==> config.mk <==
export PLATFORM = sky130hd
export DESIGN_NAME = fault_log_record_formatter
export DESIGN_NICKNAME = d
export VERILOG_FILES = /design/src/design/page_store.v /design/src/design/fault_log_record_formatter.v
export VERILOG_INCLUDE_DIRS = /design/src /design/src/pkg
export SDC_FILE = /design/constraint.sdc
export NUM_CORES = 2
export LEC_CHECK = 0
export BUFFER_PORTS_ARGS = -buffer_cell sky130_fd_sc_hd__buf_2
export CAP_MARGIN = 20
export CELL_PAD_IN_SITES_DETAIL_PLACEMENT = 1
export CELL_PAD_IN_SITES_GLOBAL_PLACEMENT = 1
export CORE_ASPECT_RATIO = 0.75
export CORE_MARGIN = 8
export CORE_UTILIZATION = 31
export CTS_CLUSTER_SIZE = 24
export DETAILED_ROUTE_END_ITERATION = 6
export HOLD_SLACK_MARGIN = 0.15
export PLACE_DENSITY_LB_ADDON = 0.1
export SLEW_MARGIN = 15
export SYNTH_ARGS = -nofsm -noshare
export SYNTH_HDL_FRONTEND = slang
export SYNTH_SLANG_ARGS = --single-unit
==> constraint.sdc <==
create_clock -name clk -period 16 [get_ports clk]
set_input_delay 3.2 -clock clk [delete_from_list [all_inputs] [get_ports clk]]
set_output_delay 3.2 -clock clk [all_outputs]
set_load 0.1 [all_outputs]
==> src/pkg/fault_log_defines.vh <==
// Constants for the fault log record formatter
`ifndef FAULT_LOG_DEFINES_VH
`define FAULT_LOG_DEFINES_VH
`define LOG_LEN 8'h93
`define PAGE_BYTES 8'h14
`define PAGE_COUNT 3'h6
`define PAGE_BASE 8'h1B
`define LAST_STEP 5'h19
`define SRC_FORCED 8'hFF
`define TICK_NS 200000
`define CLK_NS 4
`define B_SRC 8'h00
`define B_TIME0 8'h01
`define B_VOUTPK 8'h07
`define B_IOUTPK 8'h0B
`define B_IINCPK 8'h0D
`define B_VINPK 8'h0F
`define B_TEXT 8'h11
`define B_TINT 8'h15
`define B_TEXTPK 8'h17
`define P_VOUT 8'h00
`define P_IOUT 8'h04
`define P_IINC 8'h06
`define P_VIN 8'h08
`define P_IIN 8'h0A
`define P_STVOUT 8'h0C
`define P_STWORD 8'h0E
`define P_STMFR 8'h12
`endif

==> src/design/page_store.v <==
// One event page of captured ADC readings
`timescale 1ns/100ps
`default_nettype none
module page_store (
  input wire clk,
  input wire rst_n,
  input wire load,
  input wire [159:0] page_in,
  output reg [159:0] page_out
);
  // Holds one pass of readings until overwritten
  always @(posedge clk) begin
    if (!rst_n) begin
      page_out <= 160'h0;
    end else if (load) begin
      page_out <= page_in;
    end
  end
endmodule // page_store
`default_nettype wire

==> src/design/fault_log_record_formatter.v <==
// Fault log record capture and byte serving
`timescale 1ns/100ps
`default_nettype none
`include "fault_log_defines.vh"
// Operation
// - Bytes 13-14 carry the channel input current peak, high byte first.
// - Bytes 15-16 carry the input voltage peak, high byte first.
// - Bytes 17-18 carry the external temperature of the last event, high byte first.
// - Bytes 21-22 carry the die temperature of the last event, high byte first.
// - Bytes 23-24 carry the external temperature peak, high byte first.
// - Each event page is one full multiplexer pass, the newest holding the fault pass.
// - A fault mid-sequence waits until step 25 completes before committing.
// - After that pass the header and all six pages are committed as one log.
// - The newest page starts at byte 27 with output voltage, currents, input voltage, status.
// - The block length is 147 with a log present and zero otherwise.
// - Byte 0 holds the trigger source code, 0xFF for a forced store.
// - Bytes 1-6 hold a 48-bit 200 us time counter, low byte first.
// - A log is triggered only while fault logging is enabled; a capture already waiting still commits at step 25 if it drops.
module fault_log_record_formatter #(
  parameter TICK_CYCLES = `TICK_NS / `CLK_NS
) (
  input wire clk,
  input wire rst_n,
  input wire logging_enable,
  input wire fault_event,
  input wire [7:0] fault_code,
  input wire forced_log_store,
  input wire log_clear,
  input wire step_done,
  input wire [4:0] adc_step,
  input wire [15:0] vout_peak,
  input wire [15:0] iout_peak,
  input wire [15:0] channel_input_current_peak,
  input wire [15:0] input_voltage_peak,
  input wire [15:0] external_temperature_peak,
  input wire [15:0] ext_temp,
  input wire [15:0] die_temp,
  input wire [15:0] vout,
  input wire [15:0] iout,
  input wire [15:0] channel_input_current,
  input wire [15:0] vin,
  input wire [15:0] iin,
  input wire [7:0] status_vout,
  input wire [15:0] status_word,
  input wire [7:0] status_mfr,
  input wire [7:0] rd_addr,
  output reg [7:0] rd_data,
  output reg [7:0] block_length,
  output reg log_present,
  output wire commit_pulse
);
  // Capture sequencer states
  localparam ST_IDLE = 2'b00;
  localparam ST_WAIT = 2'b01;
  localparam ST_DONE = 2'b10;
  // Sequencer, time base and header
  reg [1:0] state_r;
  reg [31:0] tick_r;
  reg [47:0] fault_time_counter_r;
  reg [47:0] time_snap_r;
  reg [7:0] src_r;
  reg [127:0] hdr_r;
  reg [2:0] head_r; // Slot the next pass fills
  reg commit_r;
  // Page ring
  reg [159:0] live_page;
  wire [159:0] pages [0:5];
  wire [5:0] page_load;
  wire pass_end;
  // Read path decode, all combinational
  reg [7:0] page_rel;
  reg [7:0] page_quot;
  reg [7:0] page_off;
  reg [2:0] page_idx;
  reg [2:0] slot;
  reg [159:0] sel_page;
  // Final step of the pass seen this cycle
  assign pass_end = step_done && (adc_step == `LAST_STEP);
  assign commit_pulse = commit_r;

  // Free-running 200 us time base
  always @(posedge clk) begin
    if (!rst_n) begin
      tick_r <= 32'h0;
      fault_time_counter_r <= 48'h0;
    end else if (tick_r == TICK_CYCLES - 1) begin
      tick_r <= 32'h0;
      fault_time_counter_r <= fault_time_counter_r + 48'h1;
    end else begin
      tick_r <= tick_r + 32'h1;
    end
  end

  // Page layout of the live pass, reserved bytes zero
  always @* begin
    live_page = 160'h0;
    live_page[159:144] = vout;
    live_page[127:112] = iout;
    live_page[111:96] = channel_input_current;
    live_page[95:80] = vin;
    live_page[79:64] = iin;
    live_page[63:56] = status_vout;
    live_page[47:32] = status_word;
    live_page[15:8] = status_mfr;
  end

  // Ring of six pages, one full pass per slot
  // A reset empties the ring, so page order restarts at slot zero
  genvar g;
  generate
    for (g = 0; g < 6; g = g + 1) begin : g_page
      assign page_load[g] = pass_end && (state_r != ST_DONE) && (head_r == g);
      page_store u_page (
        .clk(clk),
        .rst_n(rst_n),
        .load(page_load[g]),
        .page_in(live_page),
        .page_out(pages[g])
      );
    end
  endgenerate

  // Capture sequencer: trigger, wait for final step, commit
  always @(posedge clk) begin
    if (!rst_n) begin
      state_r <= ST_IDLE;
      head_r <= 3'h0;
      src_r <= 8'h0;
      hdr_r <= 128'h0;
      time_snap_r <= 48'h0;
      commit_r <= 1'b0;
      log_present <= 1'b0;
    end else begin
      commit_r <= 1'b0;
      // Head moves once per pass, frozen while a log is held
      if (pass_end && state_r != ST_DONE) begin
        head_r <= (head_r == `PAGE_COUNT - 3'h1) ? 3'h0 : head_r + 3'h1;
      end
      case (state_r)
        ST_IDLE: begin
          // A pass end in the trigger cycle is not the fault pass
          if (logging_enable && (fault_event || forced_log_store)) begin
            src_r <= forced_log_store ? `SRC_FORCED : fault_code;
            time_snap_r <= fault_time_counter_r;
            state_r <= ST_WAIT;
          end
        end
        ST_WAIT: begin
          if (pass_end) begin
            // Header taken at commit, so temperatures are of the last event
            hdr_r <= {vout_peak, iout_peak, channel_input_current_peak, input_voltage_peak,
                      ext_temp, die_temp, external_temperature_peak, 16'h0};
            commit_r <= 1'b1;
            log_present <= 1'b1;
            state_r <= ST_DONE;
          end
        end
        ST_DONE: begin
          // Triggers are dropped until the log is cleared
          if (log_clear) begin
            log_present <= 1'b0;
            state_r <= ST_IDLE;
          end
        end
        default: state_r <= ST_IDLE;
      endcase
    end
  end

  // Byte selection for the block read
  always @* begin
    page_rel = rd_addr - `PAGE_BASE;
    page_quot = page_rel / `PAGE_BYTES;
    page_off = 8'h0;
    page_idx = 3'h0;
    slot = 3'h0;
    sel_page = 160'h0;
    rd_data = 8'h0;
    if (rd_addr == `B_SRC) begin
      rd_data = src_r;
    end else if (rd_addr < `B_VOUTPK) begin
      // Time snapshot, low byte first
      rd_data = time_snap_r[((rd_addr - `B_TIME0) * 8) +: 8];
    end else if (rd_addr < `PAGE_BASE) begin
      // Header fields, high byte first; gaps fall to zero
      case (rd_addr)
        `B_VOUTPK: rd_data = hdr_r[127:120];
        `B_VOUTPK + 8'h1: rd_data = hdr_r[119:112];
        `B_IOUTPK: rd_data = hdr_r[111:104];
        `B_IOUTPK + 8'h1: rd_data = hdr_r[103:96];
        `B_IINCPK: rd_data = hdr_r[95:88];
        `B_IINCPK + 8'h1: rd_data = hdr_r[87:80];
        `B_VINPK: rd_data = hdr_r[79:72];
        `B_VINPK + 8'h1: rd_data = hdr_r[71:64];
        `B_TEXT: rd_data = hdr_r[63:56];
        `B_TEXT + 8'h1: rd_data = hdr_r[55:48];
        `B_TINT: rd_data = hdr_r[47:40];
        `B_TINT + 8'h1: rd_data = hdr_r[39:32];
        `B_TEXTPK: rd_data = hdr_r[31:24];
        `B_TEXTPK + 8'h1: rd_data = hdr_r[23:16];
        default: rd_data = 8'h00;
      endcase
    end else if (rd_addr < `LOG_LEN) begin
      // Page bytes, counted back from the newest slot
      page_idx = page_quot[2:0];
      page_off = page_rel % `PAGE_BYTES;
      // Newest page sits just behind the write head
      slot = (head_r >= page_idx + 3'h1) ? head_r - page_idx - 3'h1
                                         : head_r + `PAGE_COUNT - page_idx - 3'h1;
      sel_page = pages[slot];
      rd_data = sel_page[(8'd159 - page_off * 8) -: 8];
    end
  end

  // Block length answer
  always @* begin
    block_length = log_present ? `LOG_LEN : 8'h00;
  end
endmodule // fault_log_record_formatter
`default_nettype wire

Yosys cells after proc, flatten, opt, wreduce, memory -nomap -nowiden
Cells that the tools add are included.
{ "word_totals": {"reg_bits": 927, "latchBits": 0, "ramBits": 0, "mem_bits_ro": 0, "inputBits": 252, "output_inout_bits": 18, "wordCells": 105, "n_memories": 0} }
{ "op_classes": {"addsub": 12, "multipliers": 0, "n_div": 2, "order_cmp": 5, "eq_ne": 27, "shifts": 2, "muxes": 20, "bitwise": 2, "reduce_logical": 20} }
{ "op_table": {"columns": ["op", "n"], "rows": [
  ["160-bit binary-select mux with 3-bit select", 1],
  ["160-bit 2-to-1 mux", 2],
  ["167-bit by 33-bit indexed part select with 8-bit output", 1],
  ["8-bit case mux with 14 select lines", 1],
  ["8-bit by 5-bit equality test with 1-bit output, second input constant", 7],
  ["48-bit by 1-bit adder with 48-bit output, second input constant", 1],
  ["8-bit by 4-bit equality test with 1-bit output, second input constant", 6],
  ["8-bit 2-to-1 mux", 6],
  ["48-bit by 33-bit indexed part select with 8-bit output", 1],
  ["32-bit by 1-bit adder with 32-bit output, second input constant", 1],
  ["32-bit by 16-bit equality test with 1-bit output, second input constant", 1],
  ["8-bit by 11-bit subtractor with 12-bit output, first input constant", 1],
  ["1-bit logical AND", 9],
  ["8-bit by 1-bit subtractor with 9-bit output, second input constant", 1],
  ["8-bit by 5-bit divider with 8-bit output, second input constant", 1],
  ["8-bit by 3-bit equality test with 1-bit output, second input constant", 1],
  ["8-bit zero test", 1],
  ["8-bit by 3-bit less-than comparator with 1-bit output, second input constant", 1],
  ["8-bit by 5-bit less-than comparator with 1-bit output, second input constant", 1],
  ["8-bit less-than comparator, second input constant", 1],
  ["8-bit by 5-bit remainder unit with 8-bit output, second input constant", 1],
  ["2-bit inequality test, second input constant", 4],
  ["8-bit by 5-bit subtractor with 8-bit output, second input constant", 1],
  ["3-bit by 1-bit adder with 3-bit output, second input constant", 2],
  ["25 further kinds", 37]
]} }

Depth between registers and ports, before layout
{ "logic_depth": {"word_depth": 14, "ltp_mapped": 28, "depth_no_buf": 21} }

By module
From an unflattened synthesis, not the netlist that was laid out.
{ "hier_totals": {"hier_cells": 5397, "hier_area_um2": 57476.4} }
{ "modules_own_cells": {"columns": ["module", "n_inst", "cells_each", "area_per_inst_um2", "seq_area_each_um2"], "rows": [
  ["page_store", 6, 515, 6088.3, 3203.1],
  ["fault_log_record_formatter", 1, 2307, 20946.3, 5104.9]
]} }

Worst setup path after synthesis
No wires, ideal clock.
{ "synth_path": {"kind": "in2out", "startpoint": "input rd_addr[0]", "endpoint": "output rd_data[6]", "t_arrival_ps": 10670, "required_time_ps": 12800, "setup_slack_ps": 2130, "path_stages": 27, "path_buffers": 7, "cell_sequence": "ha_1 -> clkbuf_1 -> o211a_1 -> or3_1 -> buf_4 -> a2111o_1 -> a22o_1 -> and3_1 -> o21ai_0 -> a21o_1 -> ha_1 -> xor2_1 -> ha_1 -> a21oi_1 -> o21ai_2 -> xnor2_1 -> buf_2 -> buf_4 -> buf_2 -> buf_4 -> buf_2 -> nand2_1 -> a31oi_1 -> a21oi_1 -> a21oi_1 -> a31oi_1 -> o311ai_1"} }
{ "synth_via": {"elab_chain_len": 14, "elab_cells_between_ends": 41, "classes_between": "add/sub (8); div (2); order compare (4); eq/ne (14); shift (2); mux (9); bitwise (1); reduce/logical (1)"} }
{ "synth_lines": {"columns": ["element", "line", "text"], "rows": [
  ["start, declared", "fault_log_record_formatter.v:46", "input wire [7:0] rd_addr,"],
  ["8-bit by 5-bit subtractor with 8-bit output (no source line)", null, null],
  ["8-bit by 5-bit divider with 8-bit output (no source line)", null, null],
  ["3-bit subtractor (tied with other cells)", "fault_log_record_formatter.v:209", ": head_r + `PAGE_COUNT - page_idx - 3'h1;"],
  ["3-bit by 1-bit subtractor with 3-bit output (tied with other cells)", "fault_log_record_formatter.v:209", null],
  ["3-bit 2-to-1 mux", "fault_log_record_formatter.v:208", "slot = (head_r >= page_idx + 3'h1) ? head_r - page_idx - 3'h1"],
  ["3-bit inverter with 4-bit output (implied by the code)", "fault_log_record_formatter.v:210", "sel_page = pages[slot];"],
  ["160-bit binary-select mux with 3-bit select", "fault_log_record_formatter.v:210", null],
  ["160-bit 2-to-1 mux (implied by the code) (2 in series)", "fault_log_record_formatter.v:210", null],
  ["167-bit by 33-bit indexed part select with 8-bit output", "fault_log_record_formatter.v:211", "rd_data = sel_page[(8'd159 - page_off * 8) -: 8];"],
  ["8-bit 2-to-1 mux", "fault_log_record_formatter.v:203", "end else if (rd_addr < `LOG_LEN) begin"],
  ["8-bit 2-to-1 mux", "fault_log_record_formatter.v:184", "end else if (rd_addr < `PAGE_BASE) begin"],
  ["8-bit 2-to-1 mux", "fault_log_record_formatter.v:181", "end else if (rd_addr < `B_VOUTPK) begin"],
  ["8-bit 2-to-1 mux (*)", "fault_log_record_formatter.v:179", "if (rd_addr == `B_SRC) begin"],
  ["end, declared", "fault_log_record_formatter.v:47", "output reg [7:0] rd_data,"]
]} }
Every way passes the cells marked *; elsewhere a longest branch is shown, timed or not. The select of a mux whose other input is x is not followed.

Worst setup path in the final report
{ "layout_path": {"startpoint": "input rd_addr[1]", "endpoint": "output rd_data[5]"} }
The elaborated chain is that of the path after synthesis.

==> reports/qor.csv <==
stage,metric,value,unit
synth,main combinational cell family by area after synthesis,simple AND/OR/NAND/NOR gates,
global_route,vias in the first global route,38500,
floorplanning,IO Count,270,
setup_path,Worst Setup Start Kind,primary input,
floorplanning,Initial Util,31.3,%
setup_path,WP buf/inv,4,
global_route,gr usage total,22.2,%
setup_path,peak fanout along the critical path,37,
synth,dominant synthesized flop cell,dfxtp_1,
synth,register area share after synthesis,42.9,%
routing,DR pass1 iterations,5,
floorplanning,cell row count,118,
synth,number of library cell types mapped by synthesis,85,
timing,fmax,69.3,MHz
cells_and_area,share of cells above drive strength 1,12.7,%
routing,Final Routed Wirelength,174,mm
clock_network,H-tree depth,3,
setup_path,reg2reg path depth,9,
global_route,initial antenna violation count,42,
synth,Syn Std Cell Area,0.0432,mm^2
clock_network,TritonCTS clock tree,built,
clock_network,"CTS clk-pin slew, worst paths",50,ps
setup_path,crit end category,output pin,
cells_and_area,P&R area growth vs syn,14.7,%
floorplanning,core box area,0.138,mm^2
synth,Post-Synth Simple-Gate Area,21.7,%
synth,mux contribution to synthesized area,8.75,%
power,Power Density,118,mW/mm^2
routing,routed vias/inst,5.26,
synth,Yosys reg bits,927,
timing,max_slew headroom,21.5,%
timing,worst-margin pin slew,1180,ps
worst_hold_path,Worst Hold Class,flip-flop to flip-flop,
floorplanning,Die H,339,um
synth,share of the synthesized area in compound gates (AO/OA/AOI/OAI),20.4,%
place,routability-driven placement congestion ratio,0.786,
run_status,status,finished clean,
clock_network,Post-CTS Setup Bufs,0,
clock_network,CTS resizes,0,
synth,Syn Inst Count,5197,
place,PortBufs,265,
setup_path,WP data arrival,11230,ps
clock_network,clock root cell,clkbuf_16,
timing,minimum clock period,14430,ps
global_route,Overflow after GRT,0,
routing,# DRC,0,
synth,adder-cell area share of the yosys netlist,0.538,%
setup_path,r2r setup slk,11920,ps
clock_network,cts bufs inserted,105,
synth,syn avg cell area,8.32,um^2
setup_path,capture point of the worst reg-to-reg path,fault_time_counter_r[38],
setup_path,crit path kind,primary input to output pin,
setup_path,cell depth of the worst setup path,23,
place,hpwl dp,111,mm
setup_path,crit-path leading delay family,compound AO/OA/AOI/OAI gates,
synth,xor and xnor fraction of the mapped netlist area,1.59,%
synth,"EDFF count, synth",0,
setup_path,crit path launch,rd_addr[1],
routing,routed via count,37800,
power,Worst VDD drop,0.000100,V
synth,ys async rst share,0,%
timing,RSZ-0062 raised after global routing,no,
routing,DR WL/cell,24.2,um
clock_network,clock sink count,927,
clock_network,CTS Hold Bufs,0,
setup_path,"critical path, cell by cell",buf_2 > ha_1 > o211a_1 > or3_1 > nand2_2 > nand2_1 > o311ai_0 > nor2_1 > a21o_1 > inv_1 > ha_4 > nor2b_1 > o21ai_2 > mux2i_1 > xnor2_1 > xor2_4 > buf_4 > nand2_1 > nand3_1 > nand4_1 > o31a_1 > o32ai_1 > buf_2,
timing,post-route clock period utilization,90.2,%
global_route,largest net degree at the start of global routing,111,
setup_path,WP data required,12800,ps
routing,initial DRC count,2497,
clock_network,worst-case clock buffer depth,3,
timing,setup tns final,0,ps
job,max-cap viol count,0,
timing,worst hold slack,450,ps
setup_path,Max stage delay on crit path,800,ps
synth,Syn. warnings,0,
power,Leakage,16.1,nW
setup_path,slowest CP cell,o32ai_1,
routing,Final ANT Viol Nets,0,
timing,Final Hold Fails,0,
timing,"Slew Viols, Final",0,
global_route,first-pass GRT wire length,259,mm
cells_and_area,NumNets Final,5500,
clock_network,"Clk Latency, worst-skew pair",740,ps
timing,Setup-failing EPs final,0,
timing,Clock Skews,18.0,ps
floorplanning,Die ar.,0.152,mm^2
floorplanning,die width,447,um
setup_path,Worst Setup EP,rd_data[5],
cells_and_area,final core occ,35.9,%
setup_path,Worst R2R Start,tick_r[25],
synth_stat cells (27+ instances only):
cell type | count | area, um^2
buf_2 | 34 | 170
mux4_2 | 113 | 2540
and3_1 | 31 | 194
nor3_1 | 63 | 315
or3_1 | 27 | 169
mux2_2 | 28 | 315
a21boi_0 | 847 | 6360
xnor2_1 | 48 | 420
inv_1 | 30 | 113
nor2_1 | 113 | 424
clkbuf_1 | 341 | 1280
a21oi_1 | 76 | 380
dfxtp_1 | 927 | 18600
nand3_1 | 79 | 395
mux2i_1 | 92 | 921
nand2_1 | 1836 | 6890
o21ai_0 | 57 | 285
and2_1 | 53 | 332
a22oi_1 | 28 | 210
registers in the layout (all words and copies together), names as in the netlist:
register and cells:
commit_pulse 1, fault_time_counter_r 48, g_page.u_page.page_out 672, hdr_r 112, head_r 3, log_present 1, src_r 8, state_r 2
tick_r 32, time_snap_r 48
placed cells by master, fill, tap and decap left out, types with 27 or more instances in the layout:
cell type	Yosys	routed
nand2_1	1836	1834
dfxtp_1	927	927
a21boi_0	847	847
buf_2	34	263
mux4_2	113	113
nor2_1	113	112
clkbuf_16	0	111
mux2i_1	92	92
a21oi_1	76	76
nand3_1	79	75
buf_4	13	66
nor3_1	63	62
o21ai_0	57	57
and2_1	53	52
xnor2_1	48	45
inv_1	30	30
a22oi_1	28	28
mux2_2	28	28
or3_1	27	27
and3_1	31	27
where the power goes:
part	switching [mW]	leakage [nW]	total, mW	internal [mW]
clock	1.04	1.73	2.52	1.48
combinational	0.718	6.95	1.03	0.314
sequential	0.00459	7.47	2.32	2.31
worst min-delay path by stage:
stage | from | end | slack (ps) | cells past startpoint
after floorplan | tick_r[0] | tick_r[0] | 410 | 1
after global placement | tick_r[0] | tick_r[0] | 430 | 1
after detailed placement | tick_r[0] | tick_r[0] | 440 | 1
after CTS | tick_r[0] | tick_r[0] | 450 | 1
after global routing | tick_r[0] | tick_r[0] | 470 | 1
final | tick_r[0] | tick_r[0] | 450 | 1
layer usage:
layer	global-route usage, %	vias up	share of wire, %
met5	0	-	0.024
met3	4.00	267	5.4
met4	6.77	6	3.0
met2	33.0	832	43
li1	-	17800	-
met1	32.5	18900	49
worst reg2reg max path, cell delays in order (launching register included):
cell and delay [ps]:
dfxtp_1 360, nor4_1 460, nand4_1 210, nor2_1 830, nand3_1 490, nor2_1 620, and4_1 380, nand2b_1 160
or3_1 320, a21boi_0 180
area by class of cell:
cell class	count	area, um^2
multi-input cells	3829	23100
flip-flops and latches	927	18600
repair buffers	336	1950
clock buffers	157	3160
diodes	16	40.0
inverters	31	116
well taps	1860	2330
clock inverters	28	355
fillers	16200	88600
stage by stage:
| step | setup slack (ps) | power, mW | cell area (um^2) | std cells |
|---|---|---|---|---|
| after CTS | 1540 | 5.95 | 49500 | 7167 |
| after floorplan | 2130 | 3.02 | 43200 | 5200 |
| after global placement | 1660 | 3.40 | 46000 | 6981 |
| final | 1570 | 5.87 | 49600 | 7184 |
| after detailed placement | 1560 | 3.41 | 46000 | 6982 |
| after global routing | 1140 | 6.09 | 49600 | 7176 |
cell families after synthesis:
kind of cell,Yosys count
flops,927
xor+xnor,75
compound gates,1204
simple gates,2295
fa+ha+maj,18
other cells,1
buf+inv,444
mux,233
Power figures use the tool's default switching activity.
